<file path="src/hdl/scirc_pkg.sv">
// package: constants and types for the system-control interrupt and reset-cause block
package scirc_pkg;
  // ****************************************
  // sizes
  // ****************************************
  localparam int NUM_EV = 7;
  localparam int NUM_RC = 6;
  localparam int AW     = 12;

  // ****************************************
  // register byte offsets
  // ****************************************
  localparam logic [11:0] OFS_BOCTL = 12'h030;
  localparam logic [11:0] OFS_RAW   = 12'h050;
  localparam logic [11:0] OFS_MASK  = 12'h054;
  localparam logic [11:0] OFS_MIS   = 12'h058;
  localparam logic [11:0] OFS_CAUSE = 12'h05C;

  // ****************************************
  // event bit positions
  // ****************************************
  localparam int EV_PLL_STOP   = 0;
  localparam int EV_BROWNOUT   = 1;
  localparam int EV_REG_UNREG  = 2;
  localparam int EV_MAIN_OSC   = 3;
  localparam int EV_INT_OSC    = 4;
  localparam int EV_CUR_LIMIT  = 5;
  localparam int EV_LOCK_READY = 6;

  // ****************************************
  // reset-cause bit positions
  // ****************************************
  localparam int RC_PIN       = 0;
  localparam int RC_POWER_ON  = 1;
  localparam int RC_BROWNOUT  = 2;
  localparam int RC_WATCHDOG  = 3;
  localparam int RC_SOFTWARE  = 4;
  localparam int RC_REGULATOR = 5;

  // brown-out control: interrupt-versus-reset selector position
  localparam int BO_SEL_POS = 1;

  // ****************************************
  // reset values
  // ****************************************
  localparam logic [6:0]  RAW_RST   = 7'h00;
  localparam logic [6:0]  MASK_RST  = 7'h00;
  localparam logic        BOSEL_RST = 1'h0;
  localparam logic [5:0]  PIN_ONLY  = 6'h01;
  localparam logic [31:0] RD_ZERO   = 32'h0000_0000;

  // ****************************************
  // bus carriers
  // ****************************************
  typedef struct packed {
    logic        hsel;
    logic [31:0] haddr;
    logic [1:0]  htrans;
    logic        hwrite;
    logic [2:0]  hsize;
    logic [31:0] hwdata;
    logic        hready;
  } scirc_ahb_in_t;

  typedef struct packed {
    logic [31:0] hrdata;
    logic        hreadyout;
    logic        hresp;
  } scirc_ahb_out_t;
endpackage

</file>
<file path="src/hdl/scirc_top.sv">
// module: system-control masked interrupt status, event flags and reset-cause register
//
// Behaviour
// each masked status bit is raw flag AND mask (bit 1 also needs the selector cleared), and their OR is the interrupt line.
// writing one to a masked status bit clears it and its raw flag, zero leaves both.
// bit 6 sets when the pll ready-settling timer expires, if its mask is set.
// bit 5 sets when the regulator current-limit indication asserts, if masked in.
// bit 4 sets when an internal oscillator fault is detected, if masked in.
// bit 3 sets when a main oscillator fault is detected, if masked in.
// bit 2 sets when the regulator output goes unregulated, if masked in.
// bit 1 reports only with its mask set and the brown-out selector cleared.
// bit 0 sets when the pll stops oscillating, if masked in.
// unused upper bits read as don't-care and software keeps them on writes.
// the reset-cause register has no fixed reset value but reflects the reset source.
// a pin reset sets bit 0 and clears all other cause bits.
// any other reset source except power-on sets its bit and keeps earlier bits set.
// cause bit 5 is regulator power-good loss, bit 4 software, bit 3 watchdog.
// cause bit 2 is brown-out, bit 1 power-on, bit 0 the external pin.
// a set mask bit lets its raw flag raise the interrupt, a clear one blocks it.
// software may write the cause bits and the value stays until the next reset.
`timescale 1ns/1ps
module scirc_top #(
  parameter int EV_W = 7,
  parameter int RC_W = 6
) (
  input  wire logic                      mclk,
  input  wire logic                      rstn,
  input  wire scirc_pkg::scirc_ahb_in_t  ahb_in,
  output scirc_pkg::scirc_ahb_out_t      ahb_out,
  input  wire logic [EV_W-1:0]           event_det,
  input  wire logic [RC_W-1:0]           reset_src,
  output logic                           sysctl_irq
);
  import scirc_pkg::*;

  // ****************************************
  // elaboration checks
  // ****************************************
  if (EV_W != NUM_EV) begin : g_chk_ev
    $error("event width must match the status layout");
  end
  if (RC_W != NUM_RC) begin : g_chk_rc
    $error("reset source width must match the cause layout");
  end

  // ****************************************
  // declarations
  // ****************************************
  logic [EV_W-1:0] ev_s1;
  logic [EV_W-1:0] ev_s2;
  logic [EV_W-1:0] ev_s3;
  logic [EV_W-1:0] ev_rise;
  logic [RC_W-1:0] rs_s1;
  logic [RC_W-1:0] rs_s2;
  logic [EV_W-1:0] raw_event_flags;
  logic [EV_W-1:0] event_mask_reg;
  logic [EV_W-1:0] gate;
  logic [EV_W-1:0] masked;
  logic            brownout_irq_not_reset_sel;
  logic [RC_W-1:0] reset_cause_reg;
  logic            ap_take;
  logic            dp_wr;
  logic [AW-1:0]   dp_addr;
  logic            wr_any;
  logic            wr_mask;
  logic            wr_mis;
  logic            wr_cause;
  logic            wr_boctl;
  logic [31:0]     next_rdata;
  logic [31:0]     rdata;

  // ****************************************
  // input synchronisers
  // ****************************************

  // detector levels cross into mclk, second and third stages feed the edge detect
  always_ff @(posedge mclk) begin
    if (!rstn) begin
      ev_s1 <= '0;
      ev_s2 <= '0;
      ev_s3 <= '0;
    end else begin
      ev_s1 <= event_det;
      ev_s2 <= ev_s1;
      ev_s3 <= ev_s2;
    end
  end

  // a detector going active is one event
  assign ev_rise = ev_s2 & ~ev_s3;

  // reset sources keep running during reset so the cause can be caught
  always_ff @(posedge mclk) begin
    rs_s1 <= reset_src;
    rs_s2 <= rs_s1;
  end

  // ****************************************
  // ahb-lite slave
  // ****************************************

  // address phase accepted on a selected nonsequential or sequential transfer with hready high, busy is not taken
  assign ap_take = ahb_in.hsel & ahb_in.htrans[1] & ahb_in.hready;

  // address phase registered for the write data phase
  always_ff @(posedge mclk) begin
    if (!rstn) begin
      dp_wr   <= 1'b0;
      dp_addr <= '0;
    end else if (ahb_in.hready) begin
      dp_wr   <= ap_take & ahb_in.hwrite;
      dp_addr <= ahb_in.haddr[AW-1:0];
    end
  end

  // write strobes per register, unmapped writes fall through
  assign wr_any   = dp_wr & ahb_in.hready;
  assign wr_mask  = wr_any & (dp_addr == OFS_MASK);
  assign wr_mis   = wr_any & (dp_addr == OFS_MIS);
  assign wr_cause = wr_any & (dp_addr == OFS_CAUSE);
  assign wr_boctl = wr_any & (dp_addr == OFS_BOCTL);

  // read mux, reserved bits and unmapped offsets read zero
  always_comb begin
    next_rdata = RD_ZERO;
    case (ahb_in.haddr[AW-1:0])
      OFS_RAW:   next_rdata[EV_W-1:0] = raw_event_flags;
      OFS_MASK:  next_rdata[EV_W-1:0] = event_mask_reg;
      OFS_MIS:   next_rdata[EV_W-1:0] = masked;
      OFS_CAUSE: next_rdata[RC_W-1:0] = reset_cause_reg;
      OFS_BOCTL: next_rdata[BO_SEL_POS] = brownout_irq_not_reset_sel;
      default:   next_rdata = RD_ZERO;
    endcase
  end

  // read data captured at the address phase, stands until the next read
  always_ff @(posedge mclk) begin
    if (!rstn) begin
      rdata <= RD_ZERO;
    end else if (ap_take & ~ahb_in.hwrite) begin
      rdata <= next_rdata;
    end
  end

  // zero wait states, always okay
  assign ahb_out.hrdata    = rdata;
  assign ahb_out.hreadyout = 1'b1;
  assign ahb_out.hresp     = 1'b0;

  // ****************************************
  // mask and brown-out control
  // ****************************************

  // mask register, upper write bits dropped
  always_ff @(posedge mclk) begin
    if (!rstn) begin
      event_mask_reg <= MASK_RST;
    end else if (wr_mask) begin
      event_mask_reg <= ahb_in.hwdata[EV_W-1:0];
    end
  end

  // brown-out interrupt-versus-reset selector
  always_ff @(posedge mclk) begin
    if (!rstn) begin
      brownout_irq_not_reset_sel <= BOSEL_RST;
    end else if (wr_boctl) begin
      brownout_irq_not_reset_sel <= ahb_in.hwdata[BO_SEL_POS];
    end
  end

  // ****************************************
  // raw flags and masked status
  // ****************************************

  // per bit: event sets, write-one clears, set wins the same cycle
  for (genvar i = 0; i < EV_W; i++) begin : g_raw
    always_ff @(posedge mclk) begin
      if (!rstn) begin
        raw_event_flags[i] <= RAW_RST[i];
      end else if (ev_rise[i]) begin
        raw_event_flags[i] <= 1'b1;
      end else if (wr_mis & ahb_in.hwdata[i]) begin
        raw_event_flags[i] <= 1'b0;
      end
    end
  end

  // mask gating, brown-out also needs the selector cleared
  always_comb begin
    gate = event_mask_reg;
    gate[EV_BROWNOUT] = event_mask_reg[EV_BROWNOUT] & ~brownout_irq_not_reset_sel;
  end

  // masked status and the single level interrupt
  assign masked     = raw_event_flags & gate;
  assign sysctl_irq = |masked;

  // ****************************************
  // reset cause
  // ****************************************

  // caught while reset is held; no fixed value, the source decides
  always_ff @(posedge mclk) begin
    if (!rstn) begin
      if (rs_s2[RC_PIN]) begin
        reset_cause_reg <= PIN_ONLY;
      end else if (rs_s2[RC_POWER_ON]) begin
        reset_cause_reg <= rs_s2;
      end else begin
        reset_cause_reg <= reset_cause_reg | rs_s2;
      end
    end else if (wr_cause) begin
      reset_cause_reg <= ahb_in.hwdata[RC_W-1:0];
    end
  end

  // ****************************************
  // assertions
  // ****************************************
  logic            last_in_rst;
  logic            last_pin;
  logic            last_pwr;
  logic [RC_W-1:0] last_src;
  logic [RC_W-1:0] last_cause;

  // helper copies of the last cycle of reset
  always_ff @(posedge mclk) begin
    last_in_rst <= ~rstn;
    last_pin    <= rs_s2[RC_PIN];
    last_pwr    <= rs_s2[RC_POWER_ON];
    last_src    <= rs_s2;
    last_cause  <= reset_cause_reg;
  end
endmodule

</file>
<file path="config.mk">
export PLATFORM = sky130hd
export DESIGN_NAME = scirc_top
export DESIGN_NICKNAME = d
export VERILOG_FILES = /design/src/hdl/scirc_pkg.sv /design/src/hdl/scirc_top.sv
export SDC_FILE = /design/constraint.sdc
export NUM_CORES = 1
export LEC_CHECK = 0
export ABC_CLOCK_PERIOD_IN_PS = 2000
export BUFFER_PORTS_ARGS = -buffer_cell sky130_fd_sc_hd__buf_2
export CORE_MARGIN = 2
export CORE_UTILIZATION = 43
export CTS_CLUSTER_DIAMETER = 80
export CTS_CLUSTER_SIZE = 24
export DETAILED_ROUTE_END_ITERATION = 6
export PLACE_DENSITY = 0.78
export SLEW_MARGIN = 20
export SYNTH_ARGS = -nofsm -noshare
export SYNTH_HDL_FRONTEND = slang
export SYNTH_SLANG_ARGS = --single-unit
</file>
<file path="constraint.sdc">
create_clock -name mclk -period 2 [get_ports mclk]
set_clock_uncertainty 0.1 [all_clocks]
set_input_delay 0.4 -clock mclk [delete_from_list [all_inputs] [get_ports mclk]]
set_output_delay 0.4 -clock mclk [all_outputs]
set_load 0.01 [all_outputs]
</file>
== Word level (Yosys, flattened, before mapping) ==
Cells that the tools add are included.

* Multiplexer cells: 22
* Eq/ne operators: 10
* Bitwise logic cells: 23
* Reductions and logical operators: 8

{| class="wikitable"
|+ Operator list
! kind !! count
|-
| == test 12 x 7 -> 1 bit, second input constant || 7
|-
| == test 12 x 6 -> 1 bit, second input constant || 2
|-
| 2-to-1 mux 6 bit || 4
|-
| bitwise AND 1 bit || 17
|-
| case mux 4 bit (4 select lines) || 1
|-
| bitwise AND 7 bit || 2
|-
| 2-to-1 mux 1 bit || 14
|-
| nonzero test 2 bit || 7
|-
| NOT 7 bit || 1
|-
| OR reduction 7 bit || 1
|-
| OR 6 bit || 1
|-
| case mux 1 bit (5 select lines) || 1
|-
| case mux 1 bit (4 select lines) || 1
|-
| case mux 1 bit (3 select lines) || 1
|-
| != test 2 x 1 -> 1 bit, second input constant || 1
|-
| NOT 1 bit || 2
|}

* Input port bits: 87
* Output and inout port bits: 35
* Logic and storage cells: 81
* Flip-flop bits (word level): 74

== Logic depth before layout (Yosys ltp) ==
Gate-level depths: netlist of run 1.

* Depth after elaboration: 5
* Depth in mapped cells: 5
* Depth with buffers taken out: 4

== Worst setup path before layout of run 1 ==
OpenSTA, ideal clock, no wires.

* Path kind: input to register
* Start point: input port ahb_in[0] in the netlist's numbering
* End point: register reset_cause_reg[0], enable pin
* Arrival: 1,440 ps
* Stages on the path: 4
* Data required time: 1,523 ps
* Path buffers: 1
* Slack: 83 ps
* Library setup time: 377 ps
* Cell sequence: buf_4 -> and4bb_1 -> nand4_1 -> o21ai_0

* Word-level cells in the longest chain between the ends: 3

{| class="wikitable"
|+ Ends and longest elaborated chain
! element !! RTL line !! text
|-
| start: declaration || scirc_top.sv:28 || <nowiki>input wire scirc_pkg::scirc_ahb_in_t ahb_in,</nowiki>
|-
| bitwise AND 1 bit || scirc_top.sv:117 || <nowiki>assign wr_any = dp_wr & ahb_in.hready;</nowiki>
|-
| bitwise AND 1 bit || scirc_top.sv:120 || <nowiki>assign wr_cause = wr_any & (dp_addr == OFS_CAUSE);</nowiki>
|-
| != test 2 x 1 -> 1 bit (no line) || -- ||
|-
| end signal: assignment || scirc_top.sv:209 || <nowiki>reset_cause_reg <= rs_s2;</nowiki>
|-
| end signal: assignment || scirc_top.sv:211 || <nowiki>reset_cause_reg <= reset_cause_reg | rs_s2;</nowiki>
|-
| end signal: assignment || scirc_top.sv:214 || <nowiki>reset_cause_reg <= ahb_in.hwdata[RC_W-1:0];</nowiki>
|-
| end: declaration || scirc_top.sv:60 || <nowiki>logic [RC_W-1:0] reset_cause_reg;</nowiki>
|}

Every way passes these cells.
A chain may end at the register's enable or synchronous reset.

== Final worst setup path of run 1 ==
* Start point: register raw_event_flags[1]
* End point: output port sysctl_irq

* Word-level cells in the longest chain between the ends: 2

{| class="wikitable"
|+ Ends and longest elaborated chain
! element !! RTL line !! text
|-
| start: declaration || scirc_top.sv:55 || <nowiki>logic [EV_W-1:0] raw_event_flags;</nowiki>
|-
| start signal: indexed assignment || scirc_top.sv:180 || <nowiki>raw_event_flags[i] <= RAW_RST[i];</nowiki>
|-
| bitwise AND 7 bit || scirc_top.sv:196 || <nowiki>assign masked = raw_event_flags & gate;</nowiki>
|-
| OR reduction 7 bit || scirc_top.sv:197 || <nowiki>assign sysctl_irq = |masked;</nowiki>
|-
| end: declaration || scirc_top.sv:32 || <nowiki>output logic sysctl_irq</nowiki>
|}

Every way passes these cells.

==> results of run 1 <==
[area by class of cell]
class	instances	area share, %
sequential	74	45.6
multi-input combinational	196	37.1
timing repair buffer	51	7.98
clock buffer	12	4.58
tap	80	2.95
clock inverter	4	1.48
inverter	3	0.332
[cell families (layout without fill, tap and decap cells)]
| logic type | count (synthesis) | in the layout | synth area share (%) |
|---|---|---|---|
| and+or+nand+nor | 97 | 97 | 20.9 |
| DFF | 74 | 74 | 52.2 |
| buffers and inverters | 39 | 70 | 8.61 |
| other | 2 | 27 | 0.254 |
| AOI/OAI and AO/OA | 52 | 52 | 11.2 |
| muxes | 20 | 20 | 6.78 |
[how the worst max path moves through the flow]
stage	endpoint
finish	sysctl_irq
global route	sysctl_irq
CTS	sysctl_irq
detailed placement	reset_cause_reg[5]
global placement	rdata[1]
floorplan	reset_cause_reg[0]
[critical path, delay by kind of cell, from the launching register on]
| family | cells | cell delay, ps |
|---|---|---|
| DFF | 1 | 340 |
| buffers and inverters | 1 | 160 |
| AOI/OAI and AO/OA | 1 | 320 |
| and+or+nand+nor | 2 | 270 |
[what timing repair did]
item | in CTS | in global routing
endpoints found under the setup margin | 0 | 1
hold buffers | 0 | 0
buffers inserted | 0 | 0
resized for setup | 0 | 4
[power by group]
part / total, uW / leakage, uW / internal [uW] / switching [uW]
clock: 1160 / 0.0000986 / 642 / 515
sequential: 1590 / 0.000620 / 1560 / 34.8
combinational: 219 / 0.000812 / 101 / 118
total: 2970 / 0.00153 / 2300 / 667
[layout by cell type, fill, tap and decap left out, types with 3 or more instances in the layout]
cell type,n
inv_1,3
edfxtp_1,6
conb_1,27
buf_4,6
o21ai_0,21
mux2i_1,20
clkbuf_8,11
nand2_1,14
and2_1,22
nand4_1,4
a222oi_1,6
nor2b_1,37
a21oi_1,12
buf_2,45
a22oi_1,3
a21o_1,5
dfxtp_1,66
[through the flow]
step | std cells | util (%) | TNS [ps]
2_1_floorplan | 309 | - | 0
3_3_place_gp | 404 | 47.2 | 0
3_5_place_dp | 404 | 47.2 | 0
4_1_cts | 420 | 50.3 | 0
5_1_grt | 420 | 50.4 | -15.1
6_report | 420 | 50.4 | 0
[routing by layer]
metal  part of all wire (%)  GRT usage (%)  vias up
li1                       -              -     1033
met1                     46           18.2      928
met2                     46           23.2       76
met3                    6.4           5.21        9
met4                    1.5           5.40        0
met5                      0              0        -
==> flow_summary.json, run 1 <==
{
  "status": "completed",
  "holdPathStages": 1,
  "fin_crit_sh_pct": 96.0,
  "grt.overflow.total": 0,
  "netlist.area_leader.share_pct": 46.1,
  "antenna_found_initial": 0,
  "critPathKind": "flip-flop to primary output",
  "finalHoldViolCount": 0,
  "syn_avg_cell_area_um2": 10.4,
  "async_flop_share_pct": 0,
  "io_pins": 122,
  "fin_hold_ws_ps": 61.0,
  "start_util_pct": 43.9,
  "grt_pass1_vias": 1837,
  "synth_edf_count": 6,
  "p_leak_uw": 0.00153,
  "grt_pass1_wl_mm": 8.40,
  "htree_levels": 3,
  "total_power_uw": 2970,
  "timing.rr.end": "reset_cause_reg[5]",
  "synth_largest_area_cell": "dfxtp_1",
  "period_needed_ps": 1920,
  "seq_area_um2": 1540,
  "r2r_slack_ps": 330,
  "clkSinkCount": 74,
  "yosysMostFrequentCell": "dfxtp_1",
  "grt_usage_pct": 14.6,
  "synth_area_leaders": "dfxtp_1 (46%), nor2b_1 (8.1%), buf_4 (7.1%), mux2i_1 (6.8%), edfxtp_1 (6.1%)",
  "multiInputGateArea_um2": 1260,
  "cp-start-kind": "flip-flop",
  "cts_buffers": 9,
  "worstPathRequired_ps": 1500,
  "drc_errors": 0,
  "rr_worst_depth": 4,
  "vias": 2046,
  "worst_path_largest_cell_delay_ps": 340,
  "path_clk_slew_ps": 70,
  "largest_reg_flops": 12,
  "crit_chain": "nor2b_4, a222oi_1, nand3_1, buf_2",
  "startpoint": "raw_event_flags[1]",
  "drv_cap": 0,
  "layout.nets": 422,
  "wire_per_inst_um": 12.8,
  "die_height_um": 86.9,
  "largest-register": "dp_addr",
  "initialDrtViolationCount": 91,
  "ys_ff_latch": 74,
  "io_buffer_count": 45,
  "synth.distinct_cells": 36,
  "dpl_worst_slack_ps": 170,
  "dp_hpwl_mm": 3.98,
  "ys_seq_area_share_pct": 52.2,
  "rr_startpoint": "dp_addr[7]",
  "synth_common_cells": "dfxtp_1 (68), nor2b_1 (38), buf_4 (28)",
  "fillCellCount": 601,
  "cts_tree": "done",
  "antenna_left": 0,
  "syn2layout_area_growth_pct": 14.8,
  "clock_path_buffers": 2,
  "grt_max_degree": 34,
  "core_um2": 6720,
  "place_area_um2": 3170,
  "rsz0062_at_grt": "true",
  "ys_warn_count": 0,
  "slew_headroom_pct": 64.8,
  "synthFlopType": "dfxtp_1",
  "diodes": 0,
  "drt_wl_total_mm": 5.37,
  "drive_gt1_share_pct": 22.1,
  "final_max_slew_viol_count": 0,
  "root_buffer": "clkbuf_8",
  "hold_start": "reset_src[0]",
  "powerDensity_nw_per_um2": 876,
  "worst_pin_slew_ps": 521,
  "place.gp.congestion": 0.886,
  "hold_end": "rs_s1[0]",
  "rows": 30,
  "design_area_um2": 3390,
  "dr.pass1.iters": 4,
  "peakVddDrop_v": 0.000512,
  "end_kind": "primary output",
  "netlist_area_um2": 2950,
  "postSynthCellCount": 284,
  "setup_violations": 0,
  "worst_hold_path_type": "input pin to flip-flop",
  "die_w_um": 86.9,
  "die-area_um2": 7540,
  "via_per_inst": 4.87,
  "setup_ws_ps": 80.0,
  "crit_slowest_cell": "dfxtp_2",
  "worstPathArrival_ps": 1420,
  "fmax_mhz": 521,
  "crit_fanout": 4,
  "insertion_delay_ps": 340
}
Power figures use the tool's default switching activity.
==> inputs of run 2 (changes only) <==
Settings changed: ABC_CLOCK_PERIOD_IN_PS 2000 to 1700, PLACE_DENSITY 0.78 to 0.76.
Clock period 2 ns to 1.7 ns, I/O delays scaled along.
==> flow_summary.json, run 2 (same netlist as run 1, synthesis figures left out) <==
{
  "status": "complete, but fails checks",
  "violations": "setup timing",
  "worstPathArrival_ps": 1370,
  "r2r_slack_ps": 80,
  "final_common_cell": "dfxtp_1",
  "peakVddDrop_v": 0.000646,
  "rr_worst_depth": 4,
  "io_pins": 122,
  "diodes": 0,
  "dpl_worst_slack_ps": -49.2,
  "grt_usage_pct": 16.1,
  "powerDensity_nw_per_um2": 990,
  "htree_levels": 3,
  "rsz0062_at_grt": "true",
  "drive_gt1_share_pct": 23.6,
  "mostFrequentLayoutCells": "dfxtp_1 (66), buf_2 (45), nor2b_1 (37)",
  "p_leak_uw": 0.00158,
  "via_per_inst": 4.85,
  "path_delay_family": "flip-flops",
  "root_buffer": "clkbuf_8",
  "grt_pass1_wl_mm": 9.14,
  "rows": 30,
  "die-area_um2": 7540,
  "drc_errors": 0,
  "fin_tns_setup_ps": -106,
  "crit_chain": "nor2b_4, a222oi_1, nand3_1, buf_2",
  "setup_ws_ps": -106,
  "total_power_uw": 3460,
  "critPathKind": "flip-flop to primary output",
  "io_buffer_count": 45,
  "vias": 2092,
  "crit_fanout": 2,
  "worst_path_largest_cell_delay_ps": 330,
  "path_buf_inv": 1,
  "drt_wl_total_mm": 5.51,
  "grt_max_degree": 34,
  "initialDrtViolationCount": 223,
  "hold_start": "event_det[0]",
  "layout.nets": 434,
  "largest_reg_flops": 12,
  "cts_tree": "done",
  "cp-start-kind": "flip-flop",
  "worst_hold_path_type": "input pin to flip-flop",
  "clock_path_buffers": 2,
  "end_kind": "primary output",
  "place.gp.congestion": 0.834,
  "dr.pass1.iters": 4,
  "dp_hpwl_mm": 3.96,
  "fin_crit_sh_pct": 106,
  "period_needed_ps": 1810,
  "worstPathRequired_ps": 1260,
  "antenna_found_initial": 0,
  "fmax_mhz": 554,
  "timing.rr.end": "reset_cause_reg[3]",
  "drv_cap": 0,
  "die_height_um": 86.9,
  "largest-register": "dp_addr",
  "startpoint": "raw_event_flags[1]",
  "path_clk_slew_ps": 80,
  "setup_violations": 1,
  "antenna_left": 0,
  "crit_slowest_cell": "dfxtp_2",
  "core_um2": 6720,
  "die_w_um": 86.9,
  "syn2layout_area_growth_pct": 18.5,
  "finalHoldViolCount": 0,
  "grt.overflow.total": 0,
  "clkSinkCount": 74,
  "hold_end": "ev_s1[0]",
  "cts_buffers": 9,
  "final_max_slew_viol_count": 0,
  "wire_per_inst_um": 12.8,
  "rr_startpoint": "dp_addr[1]",
  "insertion_delay_ps": 340,
  "grt_pass1_vias": 1939,
  "start_util_pct": 43.9,
  "holdPathStages": 2
}
run 2: what timing repair did:
action | in CTS | in global routing
gates resized for setup | 4 | 2
setup buffers | 1 | 1
endpoints found under the hold margin | 6 | 0
pin swaps | 2 | 2
endpoints found under the setup margin | 2 | 18
hold buffers | 6 | 0
run 2: per-stage QoR:
step                      hold slack, ps  instance area [um2]  cells  utilization, %
final                               93.1                 3500    431            52.1
after global routing                82.7                 3500    431            52.1
after CTS                           74.8                 3480    430            51.8
after detailed placement             212                 3200    408            47.7
after global placement               213                 3200    408            47.7
after floorplan                      210                 3050    309               -
run 2: cell type report:
cell class / instances / area (um2)
Timing Repair Buffer: 63 / 375
Clock inverter: 6 / 66.3
Tap cell: 80 / 100
Clock buffer: 9 / 124
Inverter: 3 / 11.3
Fill cell: 608 / 3220
Sequential cell: 74 / 1540
Multi-Input combinational cell: 196 / 1280
run 2: power breakdown:
group / internal [uW] / total (uW) / switching (uW)
registers: 1830 / 1870 / 40.8
logic: 139 / 285 / 146
clock network: 674 / 1310 / 632
run 2: worst max path at each step:
stage,to,depth (start not counted)
3_3_place_gp,rdata[1],6
3_5_place_dp,rdata[1],6
5_1_grt,sysctl_irq,4
6_report,sysctl_irq,4
4_1_cts,sysctl_irq,4
2_1_floorplan,reset_cause_reg[0],4
run 2: layer usage:
layer | routed length, um | track usage [%] | vias to the layer above
li1 | - | - | 1054
met3 | 396 | 6.35 | 10
met1 | 2440 | 19.4 | 955
met2 | 2590 | 25.8 | 73
met5 | 0 | 0 | -
met4 | 88 | 5.97 | 0
